File: src/shared/aof_pkg.sv
// aof_pkg: constants for the adc offset filter and saturation back end
package aof_pkg;
	localparam int			ADDR_W		= 8;
	localparam int			DATA_W		= 8;
	localparam int			IN_W		= 28;
	localparam int			OUT_W		= 24;
	localparam int			SLOT_W		= 72;
	localparam int			NUM_GPO		= 7;
	localparam int			HPF_SHIFT	= 12;
	localparam int			CNT_W		= 13;
	// register offsets
	localparam logic [7:0]	REG_FMODE	= 8'h03;
	localparam logic [7:0]	REG_MISC	= 8'h05;
	localparam logic [7:0]	REG_CLK		= 8'h06;
	localparam logic [7:0]	REG_GAIN_L	= 8'h1C;
	localparam logic [7:0]	REG_GAIN_R	= 8'h1D;
	localparam logic [7:0]	REG_ISTAT	= 8'h20;
	localparam logic [7:0]	REG_IMASK	= 8'h21;
	localparam logic [7:0]	REG_GPO_LO	= 8'h29;
	localparam logic [7:0]	REG_GPO_HI	= 8'h2F;
	// field positions
	localparam int			MISC_HOLD	= 0;
	localparam int			MISC_HPF	= 1;
	localparam int			MISC_ONE	= 2;
	localparam int			CLK_SEL		= 0;
	localparam int			ST_OVF		= 0;
	localparam int			ST_RATE		= 1;
	// reset values
	localparam logic [7:0]	FMODE_RST	= 8'h00;
	localparam logic [7:0]	MISC_RST	= 8'h02;
	localparam logic [7:0]	ZERO_RST	= 8'h00;
	// speed field codes and oversampling ratios
	localparam logic [1:0]	MODE_DOUBLE	= 2'h1;
	localparam logic [1:0]	MODE_QUAD	= 2'h2;
	localparam logic [7:0]	OSR_SINGLE	= 8'h80;
	localparam logic [7:0]	OSR_DOUBLE	= 8'h40;
	localparam logic [7:0]	OSR_QUAD	= 8'h20;
	// highest frame rates and least frame periods in mclk cycles
	localparam int			CLK_NS		= 5;
	localparam int			KHZ_SINGLE	= 50;
	localparam int			KHZ_DOUBLE	= 100;
	localparam int			KHZ_QUAD	= 192;
	localparam logic [12:0]	MINP_SINGLE	= 13'((1000000 + KHZ_SINGLE * CLK_NS - 1) / (KHZ_SINGLE * CLK_NS));
	localparam logic [12:0]	MINP_DOUBLE	= 13'((1000000 + KHZ_DOUBLE * CLK_NS - 1) / (KHZ_DOUBLE * CLK_NS));
	localparam logic [12:0]	MINP_QUAD	= 13'((1000000 + KHZ_QUAD * CLK_NS - 1) / (KHZ_QUAD * CLK_NS));
	// clamp values and output pin functions
	localparam logic [23:0]	POS_FS		= 24'h7F_FFFF;
	localparam logic [23:0]	NEG_FS		= 24'h80_0000;
	localparam logic [1:0]	GPO_FN_HIGH	= 2'h1;
	localparam logic [1:0]	GPO_FN_OVF	= 2'h2;
	typedef enum logic [2:0] {
		SPD_SINGLE	= 3'b001,
		SPD_DOUBLE	= 3'b010,
		SPD_QUAD	= 3'b100
	} aof_speed_type;
endpackage : aof_pkg

File: src/hdl/aof_filter.sv
// aof_filter: adc back end with offset removal, clamping, flags and one-line serial output
module aof_filter (
	input	wire logic						mclk,
	input	wire logic						rst,
	input	wire logic						ce,
	input	wire logic [aof_pkg::ADDR_W-1:0]	reg_addr,
	input	wire logic [aof_pkg::DATA_W-1:0]	reg_wdata,
	input	wire logic						reg_wr,
	input	wire logic						reg_rd,
	input	wire logic						dec_valid,
	input	wire logic						dec_right,
	input	wire logic [aof_pkg::IN_W-1:0]	dec_data,
	input	wire logic [aof_pkg::OUT_W-1:0]	ext1_left,
	input	wire logic [aof_pkg::OUT_W-1:0]	ext1_right,
	input	wire logic [aof_pkg::OUT_W-1:0]	ext2_left,
	input	wire logic [aof_pkg::OUT_W-1:0]	ext2_right,
	input	wire logic						adc_frame_clock,
	input	wire logic						adc_bit_clock,
	output	logic [aof_pkg::DATA_W-1:0]		reg_rdata_q,
	output	logic							adc_sdout_q,
	output	logic [7:0]						osr_ratio_q,
	output	logic							sys_clk_sel_q,
	output	logic [aof_pkg::NUM_GPO-1:0]	general_output_pin_q,
	output	logic							irq_q
);
	import aof_pkg::*;

	function automatic aof_speed_type speed_of(input logic [1:0] code);
		case (code)
			MODE_DOUBLE: return SPD_DOUBLE;
			MODE_QUAD: return SPD_QUAD;
			default: return SPD_SINGLE;
		endcase
	endfunction : speed_of

	function automatic logic gpo_level(input logic [1:0] fn, input logic ovf);
		case (fn)
			GPO_FN_HIGH: return 1'b1;
			GPO_FN_OVF: return ovf;
			default: return 1'b0;
		endcase
	endfunction : gpo_level

	logic [7:0]						fmode_q;
	logic [7:0]						misc_q;
	logic [7:0]						clksel_q;
	logic [7:0]						gain_l_q;
	logic [7:0]						gain_r_q;
	logic [7:0]						status_q;
	logic [7:0]						mask_q;
	logic [7:0]						gpo_reg_q [NUM_GPO];
	aof_speed_type					spd_q;
	logic signed [IN_W-1:0]			est_l_q;
	logic signed [IN_W-1:0]			est_r_q;
	logic [OUT_W-1:0]				word_l_q;
	logic [OUT_W-1:0]				word_r_q;
	logic							frm_s1_q;
	logic							frm_s2_q;
	logic							frm_s3_q;
	logic							bclk_s1_q;
	logic							bclk_s2_q;
	logic							bclk_s3_q;
	logic [SLOT_W-1:0]				shift_q;
	logic [CNT_W-1:0]				per_cnt_q;
	logic							primed_q;

	// register port decode
	// control port
	wire take_wr	= ce & reg_wr;
	wire wr_fmode	= take_wr && reg_addr == REG_FMODE;
	wire wr_misc	= take_wr && reg_addr == REG_MISC;
	wire wr_clk		= take_wr && reg_addr == REG_CLK;
	wire wr_gain_l	= take_wr && reg_addr == REG_GAIN_L;
	wire wr_gain_r	= take_wr && reg_addr == REG_GAIN_R;
	wire wr_mask	= take_wr && reg_addr == REG_IMASK;
	wire gpo_hit	= reg_addr >= REG_GPO_LO && reg_addr <= REG_GPO_HI;
	wire [2:0] gpo_idx = 3'(reg_addr - REG_GPO_LO);
	wire rd_istat	= ce && reg_rd && reg_addr == REG_ISTAT;

	wire [7:0] rd_mux =
		(reg_addr == REG_FMODE)	? fmode_q :
		(reg_addr == REG_MISC)	? misc_q :
		(reg_addr == REG_CLK)	? clksel_q :
		(reg_addr == REG_GAIN_L)	? gain_l_q :
		(reg_addr == REG_GAIN_R)	? gain_r_q :
		(reg_addr == REG_ISTAT)	? status_q :
		(reg_addr == REG_IMASK)	? mask_q :
		gpo_hit					? gpo_reg_q[gpo_idx] : 8'h00;

	wire hold		= misc_q[MISC_HOLD];
	wire hpf_en		= misc_q[MISC_HPF];
	wire one_line	= misc_q[MISC_ONE];

	// sample path: offset removal, gain, clamp
	wire take		= ce & dec_valid;
	wire signed [IN_W-1:0] est_sel = dec_right ? est_r_q : est_l_q;
	wire signed [IN_W:0] in_ext = {dec_data[IN_W-1], dec_data};
	wire signed [IN_W:0] est_ext = {est_sel[IN_W-1], est_sel};
	wire signed [IN_W:0] resid = in_ext - est_ext;
	wire signed [IN_W:0] step = resid >>> HPF_SHIFT;
	wire [IN_W:0] est_sum = est_ext + step;
	wire signed [IN_W-1:0] est_new = est_sum[IN_W-1:0];
	// hold keeps subtracting even with the filter off
	wire subtract	= hpf_en | hold;
	// estimate moves only while filtering and not held
	wire track		= take & hpf_en & ~hold;
	wire signed [IN_W:0] cleaned = subtract ? resid : in_ext;
	wire [1:0] gain	= dec_right ? gain_r_q[1:0] : gain_l_q[1:0];
	wire signed [IN_W+3:0] gained = $signed({{3{cleaned[IN_W]}}, cleaned}) <<< gain;
	// range judged on the final gained word
	wire [IN_W+4-OUT_W:0] top = gained[IN_W+3:OUT_W-1];
	wire clip		= ~(&top | ~|top);
	wire neg		= gained[IN_W+3];
	wire [OUT_W-1:0] word_new = !clip ? gained[OUT_W-1:0] : (neg ? NEG_FS : POS_FS);
	wire ovf_evt	= take & clip;

	// link side edges from synchronised clocks
	wire frm_edge	= frm_s2_q ^ frm_s3_q;
	wire frm_rise	= frm_s2_q & ~frm_s3_q;
	wire bclk_fall	= ~bclk_s2_q & bclk_s3_q;
	// frame clock high carries the left slots
	wire [OUT_W-1:0] side_word = frm_s2_q ? word_l_q : word_r_q;
	wire [OUT_W-1:0] side_ext1 = frm_s2_q ? ext1_left : ext1_right;
	wire [OUT_W-1:0] side_ext2 = frm_s2_q ? ext2_left : ext2_right;
	// one-line mode appends the two external pairs
	wire [SLOT_W-1:0] slot_load = one_line ? {side_word, side_ext1, side_ext2}
		: {side_word, {(SLOT_W-OUT_W){1'b0}}};
	wire [SLOT_W-1:0] shift_d = frm_edge ? slot_load
		: bclk_fall ? {shift_q[SLOT_W-2:0], 1'b0} : shift_q;

	// least frame period for the chosen speed
	wire [CNT_W-1:0] min_per =
		(spd_q == SPD_QUAD)		? MINP_QUAD :
		(spd_q == SPD_DOUBLE)	? MINP_DOUBLE : MINP_SINGLE;
	wire rate_evt	= ce & frm_rise & primed_q & (per_cnt_q < min_per);
	wire [CNT_W-1:0] per_inc = (&per_cnt_q) ? per_cnt_q : per_cnt_q + 1'b1;

	// status: new events win over a read clear
	wire [7:0] ev_w	= (8'(ovf_evt) << ST_OVF) | (8'(rate_evt) << ST_RATE);
	wire [7:0] clr_w = rd_istat ? 8'hFF : 8'h00;
	wire [7:0] status_d = (status_q & ~clr_w) | ev_w;

	always_ff @(posedge mclk or posedge rst) begin
		if (rst) begin
			fmode_q <= FMODE_RST;
			misc_q <= MISC_RST;
			clksel_q <= ZERO_RST;
			gain_l_q <= ZERO_RST;
			gain_r_q <= ZERO_RST;
			mask_q <= ZERO_RST;
		end else begin
			if (wr_fmode) fmode_q <= reg_wdata;
			if (wr_misc) misc_q <= reg_wdata;
			if (wr_clk) clksel_q <= reg_wdata;
			if (wr_gain_l) gain_l_q <= reg_wdata;
			if (wr_gain_r) gain_r_q <= reg_wdata;
			if (wr_mask) mask_q <= reg_wdata;
		end
	end

	always_ff @(posedge mclk or posedge rst) begin
		if (rst) begin
			for (int i = 0; i < NUM_GPO; i++) gpo_reg_q[i] <= ZERO_RST;
		end else if (take_wr && gpo_hit) begin
			gpo_reg_q[gpo_idx] <= reg_wdata;
		end
	end

	always_ff @(posedge mclk or posedge rst) begin
		if (rst) begin
			reg_rdata_q <= 8'h00;
			status_q <= ZERO_RST;
			irq_q <= 1'b0;
		end else if (ce) begin
			reg_rdata_q <= reg_rd ? rd_mux : 8'h00;
			status_q <= status_d;
			irq_q <= |(status_q & mask_q);
		end
	end

	always_ff @(posedge mclk or posedge rst) begin
		if (rst) begin
			spd_q <= SPD_SINGLE;
			osr_ratio_q <= OSR_SINGLE;
			sys_clk_sel_q <= 1'b0;
		end else if (ce) begin
			spd_q <= speed_of(fmode_q[1:0]);
			case (spd_q)
				SPD_QUAD: osr_ratio_q <= OSR_QUAD;
				SPD_DOUBLE: osr_ratio_q <= OSR_DOUBLE;
				default: osr_ratio_q <= OSR_SINGLE;
			endcase
			sys_clk_sel_q <= clksel_q[CLK_SEL];
		end
	end

	// general pins show the sticky overflow, a steady high or low, as their function code picks
	always_ff @(posedge mclk or posedge rst) begin
		if (rst) begin
			general_output_pin_q <= '0;
		end else if (ce) begin
			for (int i = 0; i < NUM_GPO; i++)
				general_output_pin_q[i] <= gpo_level(gpo_reg_q[i][1:0], status_q[ST_OVF]);
		end
	end

	always_ff @(posedge mclk or posedge rst) begin
		if (rst) begin
			est_l_q <= '0;
			est_r_q <= '0;
		end else if (track) begin
			if (dec_right) est_r_q <= est_new;
			else est_l_q <= est_new;
		end
	end

	always_ff @(posedge mclk or posedge rst) begin
		if (rst) begin
			word_l_q <= '0;
			word_r_q <= '0;
		end else if (take) begin
			if (dec_right) word_r_q <= word_new;
			else word_l_q <= word_new;
		end
	end

	always_ff @(posedge mclk or posedge rst) begin
		if (rst) begin
			frm_s1_q <= 1'b0;
			frm_s2_q <= 1'b0;
			frm_s3_q <= 1'b0;
			bclk_s1_q <= 1'b0;
			bclk_s2_q <= 1'b0;
			bclk_s3_q <= 1'b0;
		end else if (ce) begin
			frm_s1_q <= adc_frame_clock;
			frm_s2_q <= frm_s1_q;
			frm_s3_q <= frm_s2_q;
			bclk_s1_q <= adc_bit_clock;
			bclk_s2_q <= bclk_s1_q;
			bclk_s3_q <= bclk_s2_q;
		end
	end

	// serial word loads on frame edges, shifts on bit clock falls
	always_ff @(posedge mclk or posedge rst) begin
		if (rst) begin
			shift_q <= '0;
			adc_sdout_q <= 1'b0;
		end else if (ce) begin
			shift_q <= shift_d;
			adc_sdout_q <= shift_d[SLOT_W-1];
		end
	end

	// frame period measurement, saturating while the link clock stands
	always_ff @(posedge mclk or posedge rst) begin
		if (rst) begin
			per_cnt_q <= '0;
			primed_q <= 1'b0;
		end else if (ce) begin
			per_cnt_q <= frm_rise ? CNT_W'(1) : per_inc;
			if (frm_rise) primed_q <= 1'b1;
		end
	end
endmodule : aof_filter

File: config.mk
export PLATFORM = sky130hd
export DESIGN_NAME = aof_filter
export DESIGN_NICKNAME = d
export VERILOG_FILES = /design/src/shared/aof_pkg.sv /design/src/hdl/aof_filter.sv
export SDC_FILE = /design/constraint.sdc
export NUM_CORES = 1
export LEC_CHECK = 0
export BUFFER_PORTS_ARGS = -buffer_cell sky130_fd_sc_hd__buf_2
export CAP_MARGIN = 0
export CORE_ASPECT_RATIO = 1.4
export CORE_MARGIN = 4
export CORE_UTILIZATION = 61
export CTS_BUF_LIST = sky130_fd_sc_hd__clkbuf_16
export DETAILED_ROUTE_END_ITERATION = 10
export PLACE_DENSITY = 0.81
export REMOVE_ABC_BUFFERS = 1
export SYNTH_ARGS = -nofsm -noshare
export SYNTH_HDL_FRONTEND = slang
export SYNTH_SLANG_ARGS = --single-unit
File: constraint.sdc
create_clock -name mclk -period 11.15 [get_ports mclk]
set_input_delay 1.115 -clock mclk [delete_from_list [all_inputs] [get_ports mclk]]
set_output_delay 1.115 -clock mclk [all_outputs]
set_load 0.01 [all_outputs]
; ---- Yosys cells after proc, flatten, opt, wreduce, memory -nomap -nowiden
; Index checks and enable logic that the tools add are counted.
; W data, S select, Z words.
[word_totals]
register_bits = 336
inputBits = 149
output_inout_bits = 26
[op_classes]
add_sub_neg = 4
order_cmp = 5
eq_ne = 26
n_shift = 1
mux = 40
bitwise_logic = 24
n_reduce_logical = 24
[op_table]
columns = op, n
row1 = $mux W72, 2
row2 = $mux W24, 5
row3 = $mux W8, 13
row4 = $bwmux W56, 1
row5 = $mux W48, 1
row6 = $sshl A29 B2 Y32, 1
row7 = $mux W29, 1
row8 = $sub A28 B28 Y29, 1
row9 = $add A28 B17 Y28, 1
row10 = $mux W28, 1
row11 = $mux W13, 2
row12 = $bmux W8 S3, 1
row13 = $demux W8 S3, 1
row14 = $mux W12, 2
row15 = $and A8 B8 Y8, 2
row16 = $eq A2 B1 Y1 const B, 8
row17 = $eq A2 B2 Y1 const B, 8
row18 = $eq A8 B3 Y1 const B, 2
row19 = $eq A8 B5 Y1 const B, 2
row20 = $eq A8 B6 Y1 const B, 2
row21 = $pmux W8 S2, 1
row22 = $pmux W1 S2, 7
row23 = $reduce_and A2 Y1, 7
row24 = $add A13 B1 Y13 const B, 1
row25 = other kinds (27), 51

; ---- Longest topological paths before layout
[depth]
depth_word = 14
mapped_depth = 25

; ---- Worst setup path before layout
; OpenSTA, ideal clock, no wires.
[synth_timing]
path_type = input -> register
from = input port dec_right
to = register est_l_q[25]
setup_ns = 0.125
arrival_time_ns = 6.495
t_required_ns = 11.025
setup_slack_ns = 4.531
path_stages = 23
cell_sequence = clkbuf_1 clkbuf_1 clkbuf_1 mux2i_1 ha_1 a21o_1 a21o_1 a211o_1 o21ai_1 a21boi_0 or3_1 and2_1 ha_1 a21o_1 a21o_1 a31oi_1 o21ai_1 a41oi_1 a31oi_1 a21o_1 a21oi_1 xnor2_1 mux2_2
[synth_between]
elab_chain_len = 3
word_cells_on_any_way = 5
cone_classes = add/sub: 2 / mux: 1 / bitwise: 1 / reduce/logical: 1
[synth_rtl]
columns = item, line_no
row1 = "start, declared", aof_filter.sv:11  ; input wire logic dec_right,
row2 = $mux W28, aof_filter.sv:96  ; wire signed [IN_W-1:0] est_sel = dec_right ? est_r_q : est_l_q;
row3 = $sub A28 B28 Y29, aof_filter.sv:99  ; wire signed [IN_W:0] resid = in_ext - est_ext;
row4 = $add A28 B17 Y28, aof_filter.sv:101  ; wire [IN_W:0] est_sum = est_ext + step;
row5 = "end signal, assigned", aof_filter.sv:213  ; else est_l_q <= est_new;
row6 = "end, declared", aof_filter.sv:53  ; logic signed [IN_W-1:0] est_l_q;
; Several ways; a longest one is shown, not always the timed one.
; A chain may end at the register's enable or synchronous reset.

; ---- Worst setup path in the final report
[layout_timing]
from = input port dec_right
to = register est_l_q[26]
; The elaborated chain is that of the path after synthesis.

==> run_results.csv <==
group,metric,value,unit
outcome,status,"completed",
placement,port_buffers,169,
logic_synthesis,yosys_warnings,0,
sta,fmax,0.152,GHz
clock_tree,insertion_delay,520,ps
setup_path,critPathMaxStageDelay,540,ps
setup_path,crit_chain,"buf_2 > buf_4 > mux2_2 > ha_1 > fa_1 > nand2b_1 > a21oi_1 > o21a_1 > a21oi_2 > o21ai_1 > xor2_1 > ha_1 > a21o_1 > a21o_1 > a21o_1 > and2_1 > o31ai_1 > a21oi_1 > o21a_1 > a221oi_1 > o21bai_1 > xnor2_1 > o21ai_0",
logic_synthesis,syn_area,20000,µm²
global_routing,track_usage,0.287,
job,drv_cap,0,
logic_synthesis,syn_inst,2139,
sta,slew_viol_final,0,
setup_path,r2r_slack,5490,ps
floorplan,dieArea,35800,µm²
power_and_ir_drop,ir_drop,0.000122,V
setup_path,arrival,6940,ps
clock_tree,post_cts_buffers,0,
sta,min_period,6600,ps
power_and_ir_drop,internal_power,2.15,mW
setup_path,rr_worst_depth,21,
route,drt_iter0_drc,1263,
setup_path,path_class,"in -> reg",
worst_hold_path,hold_class,"reg -> reg",
logic_synthesis,async_flop_share,1.00,
logic_synthesis,ys_seq_elements,331,
power_and_ir_drop,switching_power,0.951,mW
floorplan,die-width,161,µm
sta,hold_slack,474,ps
global_routing,grt_pass1_wl,84600,µm
setup_path,worstReg2RegStart,"est_l_q[0]",
global_routing,grt-ovfl-total,0,
setup_path,r2r-end,"est_l_q[26]",
cells_and_area,instances_no_fill,2697,
clock_tree,cts_root_buffer,"clkbuf_16",
worst_hold_path,holdPathStages,2,
power_and_ir_drop,p_leak,10.7,nW
power_and_ir_drop,seq_power_share,0.443,
sta,final-setup-viol-count,0,
power_and_ir_drop,p_per_area,140,nW/µm²
clock_tree,cts_sinks,331,
route,wire_per_inst,19.4,µm
cells_and_area,area_delta_synth_final,10.4,%
floorplan,die_h,222,µm
setup_path,critPathMaxFanout,35,
setup_path,crit_path_top_delay_cell,"o31ai_1",
clock_tree,clockBufferDepth,3,
floorplan,core,32400,µm²
placement,dp_hpwl,37600,µm
logic_synthesis,yosysUniqueCellTypes,81,
sta,tightest_slew,1220,ps
global_routing,antenna_found_initial,1,
sta,timing.final.crit_share,0.592,
power_and_ir_drop,clkPwrFrac,0.344,
placement,place_inst,2636,
cells_and_area,nets,2470,
route,via_per_inst,6.18,
logic_synthesis,synth_top_flop_cell,"dfrtp_1",
setup_path,crit_path_start,"dec_right",
sta,setup-tns-final,0,ps
sta,skew,11.9,ps
sta,slew_headroom,0.179,
power_and_ir_drop,p_sw_frac,0.307,
clock_tree,htreeDepth,2,
logic_synthesis,avgSynthCellArea,9.36,µm²
power_and_ir_drop,pwr-share-comb,0.213,
setup_path,cp-start-kind,"input pin",
clock_tree,cts_tree,"built",
logic_synthesis,synth-seq-area-share,0.414,
route,wl,52300,µm
global_routing,grt_pass1_vias,16685,
floorplan,start_util,0.618,
route,final_antenna_net_count,0,
clock_tree,clk_pin_slew_worst_paths,60,ps
logic_synthesis,synth-edff-count,0,
setup_path,end_kind,"flop",
sta,rsz0062_at_grt,"no",
route,drt_pass1_iterations,7,
setup_path,endpoint,"est_l_q[26]",
setup_path,cp.required,11490,ps
floorplan,fp-row-count,78,
clock_tree,cts_resized,0,
cells_and_area,drive_gt1_frac,0.202,
floorplan,io-pin-count,175,
route,route.detailed.drc,0,
cells_and_area,diodes,0,
clock_tree,ctsHoldBuffers,0,
setup_path,path_common_cell,"a21o_1",
route,vias,16661,
sta,hold_viol,0,
clock_tree,numCtsBuffers,34,
placement,place_congestion,0.992,
global_routing,grt_max_degree,180,
layout by cell type (no fill, tap or decap), types with 26 or more instances in the layout:
| cell type | count |
|---|---|
| ha_1 | 86 |
| xnor2_1 | 31 |
| nor3_1 | 27 |
| a22oi_1 | 62 |
| a21o_1 | 29 |
| mux2_2 | 162 |
| dfrtp_1 | 327 |
| o211ai_1 | 26 |
| buf_2 | 169 |
| a21oi_1 | 117 |
| o21ai_0 | 155 |
| o21ai_1 | 45 |
| nand2_1 | 379 |
| nor2_1 | 105 |
| inv_1 | 80 |
| clkbuf_16 | 35 |
| mux2i_1 | 73 |
power groups by stage:
| stage | Clock [mW] | Sequential, mW | Combinational (mW) |
|---|---|---|---|
| 2_1_floorplan | 0 | 1.39 | 0.453 |
| 3_3_place_gp | 0 | 1.39 | 0.634 |
| 3_5_place_dp | 0 | 1.39 | 0.652 |
| 4_1_cts | 1.09 | 1.37 | 0.658 |
| 5_1_grt | 1.14 | 1.39 | 0.734 |
| 6_report | 1.07 | 1.38 | 0.660 |
logic make-up after synthesis:
family                     after synthesis  share of synthesized area
and+or+nand+nor                        637                      0.137
AOI/OAI and AO/OA                      572                      0.190
DFF                                    331                      0.414
muxes                                  249                      0.138
buffers and inverters                  206                     0.0415
adders and majority gates               89                     0.0564
xor gates and xnor gates                54                     0.0236
other                                    1                   0.000187
cells in the mapped netlist, drive strengths merged, types with 32 or more instances:
| master | count | area, µm² |
|---|---|---|
| ha | 87 | 1090 |
| a22oi | 64 | 490 |
| inv | 73 | 274 |
| o21ai | 201 | 1010 |
| clkbuf | 101 | 379 |
| mux2 | 170 | 1910 |
| nand2 | 380 | 1430 |
| buf | 32 | 178 |
| dfrtp | 328 | 8210 |
| nor2 | 107 | 402 |
| mux2i | 75 | 751 |
| a21oi | 118 | 594 |
state kept, by name, indices dropped and copies added, names as in the netlist, 13 cells and up:
signal / count
shift_q: 71
gpo_reg_q: 56
est_l_q: 28
est_r_q: 28
word_l_q: 24
word_r_q: 24
per_cnt_q: 13
through the flow:
| step | total power [mW] | setup WS [ps] | utilization | cell area (µm²) |
|---|---|---|---|---|
| after floorplan | 1.84 | 872 | - | 19500 |
| after global placement | 2.02 | 4220 | 0.650 | 21100 |
| after detailed placement | 2.05 | 4100 | 0.650 | 21100 |
| after CTS | 3.12 | 4640 | 0.682 | 22100 |
| after global routing | 3.26 | 4130 | 0.682 | 22100 |
| final | 3.10 | 4550 | 0.682 | 22100 |
worst min path at each step:
stage           startpoint          end  slack (ps)
6_report       est_r_q[16]  est_r_q[16]         470
4_1_cts        est_l_q[14]  est_l_q[14]         480
2_1_floorplan     primed_q     primed_q         430
3_3_place_gp      primed_q     primed_q         440
5_1_grt        est_r_q[10]  est_r_q[10]         490
3_5_place_dp   est_l_q[14]  est_l_q[14]         460
layout make-up:
class                      instances  area [µm²]
clock buffer                      35         876
clock inverter                    26         154
multi-input combinational       1606       11000
timing repair buffer             186         986
sequential                       331        8290
inverter                          73         282
fill                            2570       10300
tap                              440         551
worst max-delay path, delay by kind of cell:
family	cells	cell delay [ps]
XOR/XNOR	2	480
adder cells (fa/ha/maj)	3	940
AND/OR/NAND/NOR	2	360
buffers and inverters	2	560
multiplexers	1	420
AO/OA/AOI/OAI	13	3020
metal layers:
layer | wire length [µm] | part of all wire | vias to the layer above | global-route usage
li1 | - | - | 7812 | -
met1 | 20100 | 0.38 | 8135 | 0.336
met2 | 26900 | 0.51 | 538 | 0.514
met3 | 2500 | 0.048 | 174 | 0.0393
met4 | 2790 | 0.053 | 2 | 0.142
met5 | 13 | 0.00025 | - | 0
(Power assumes the default switching activity.)
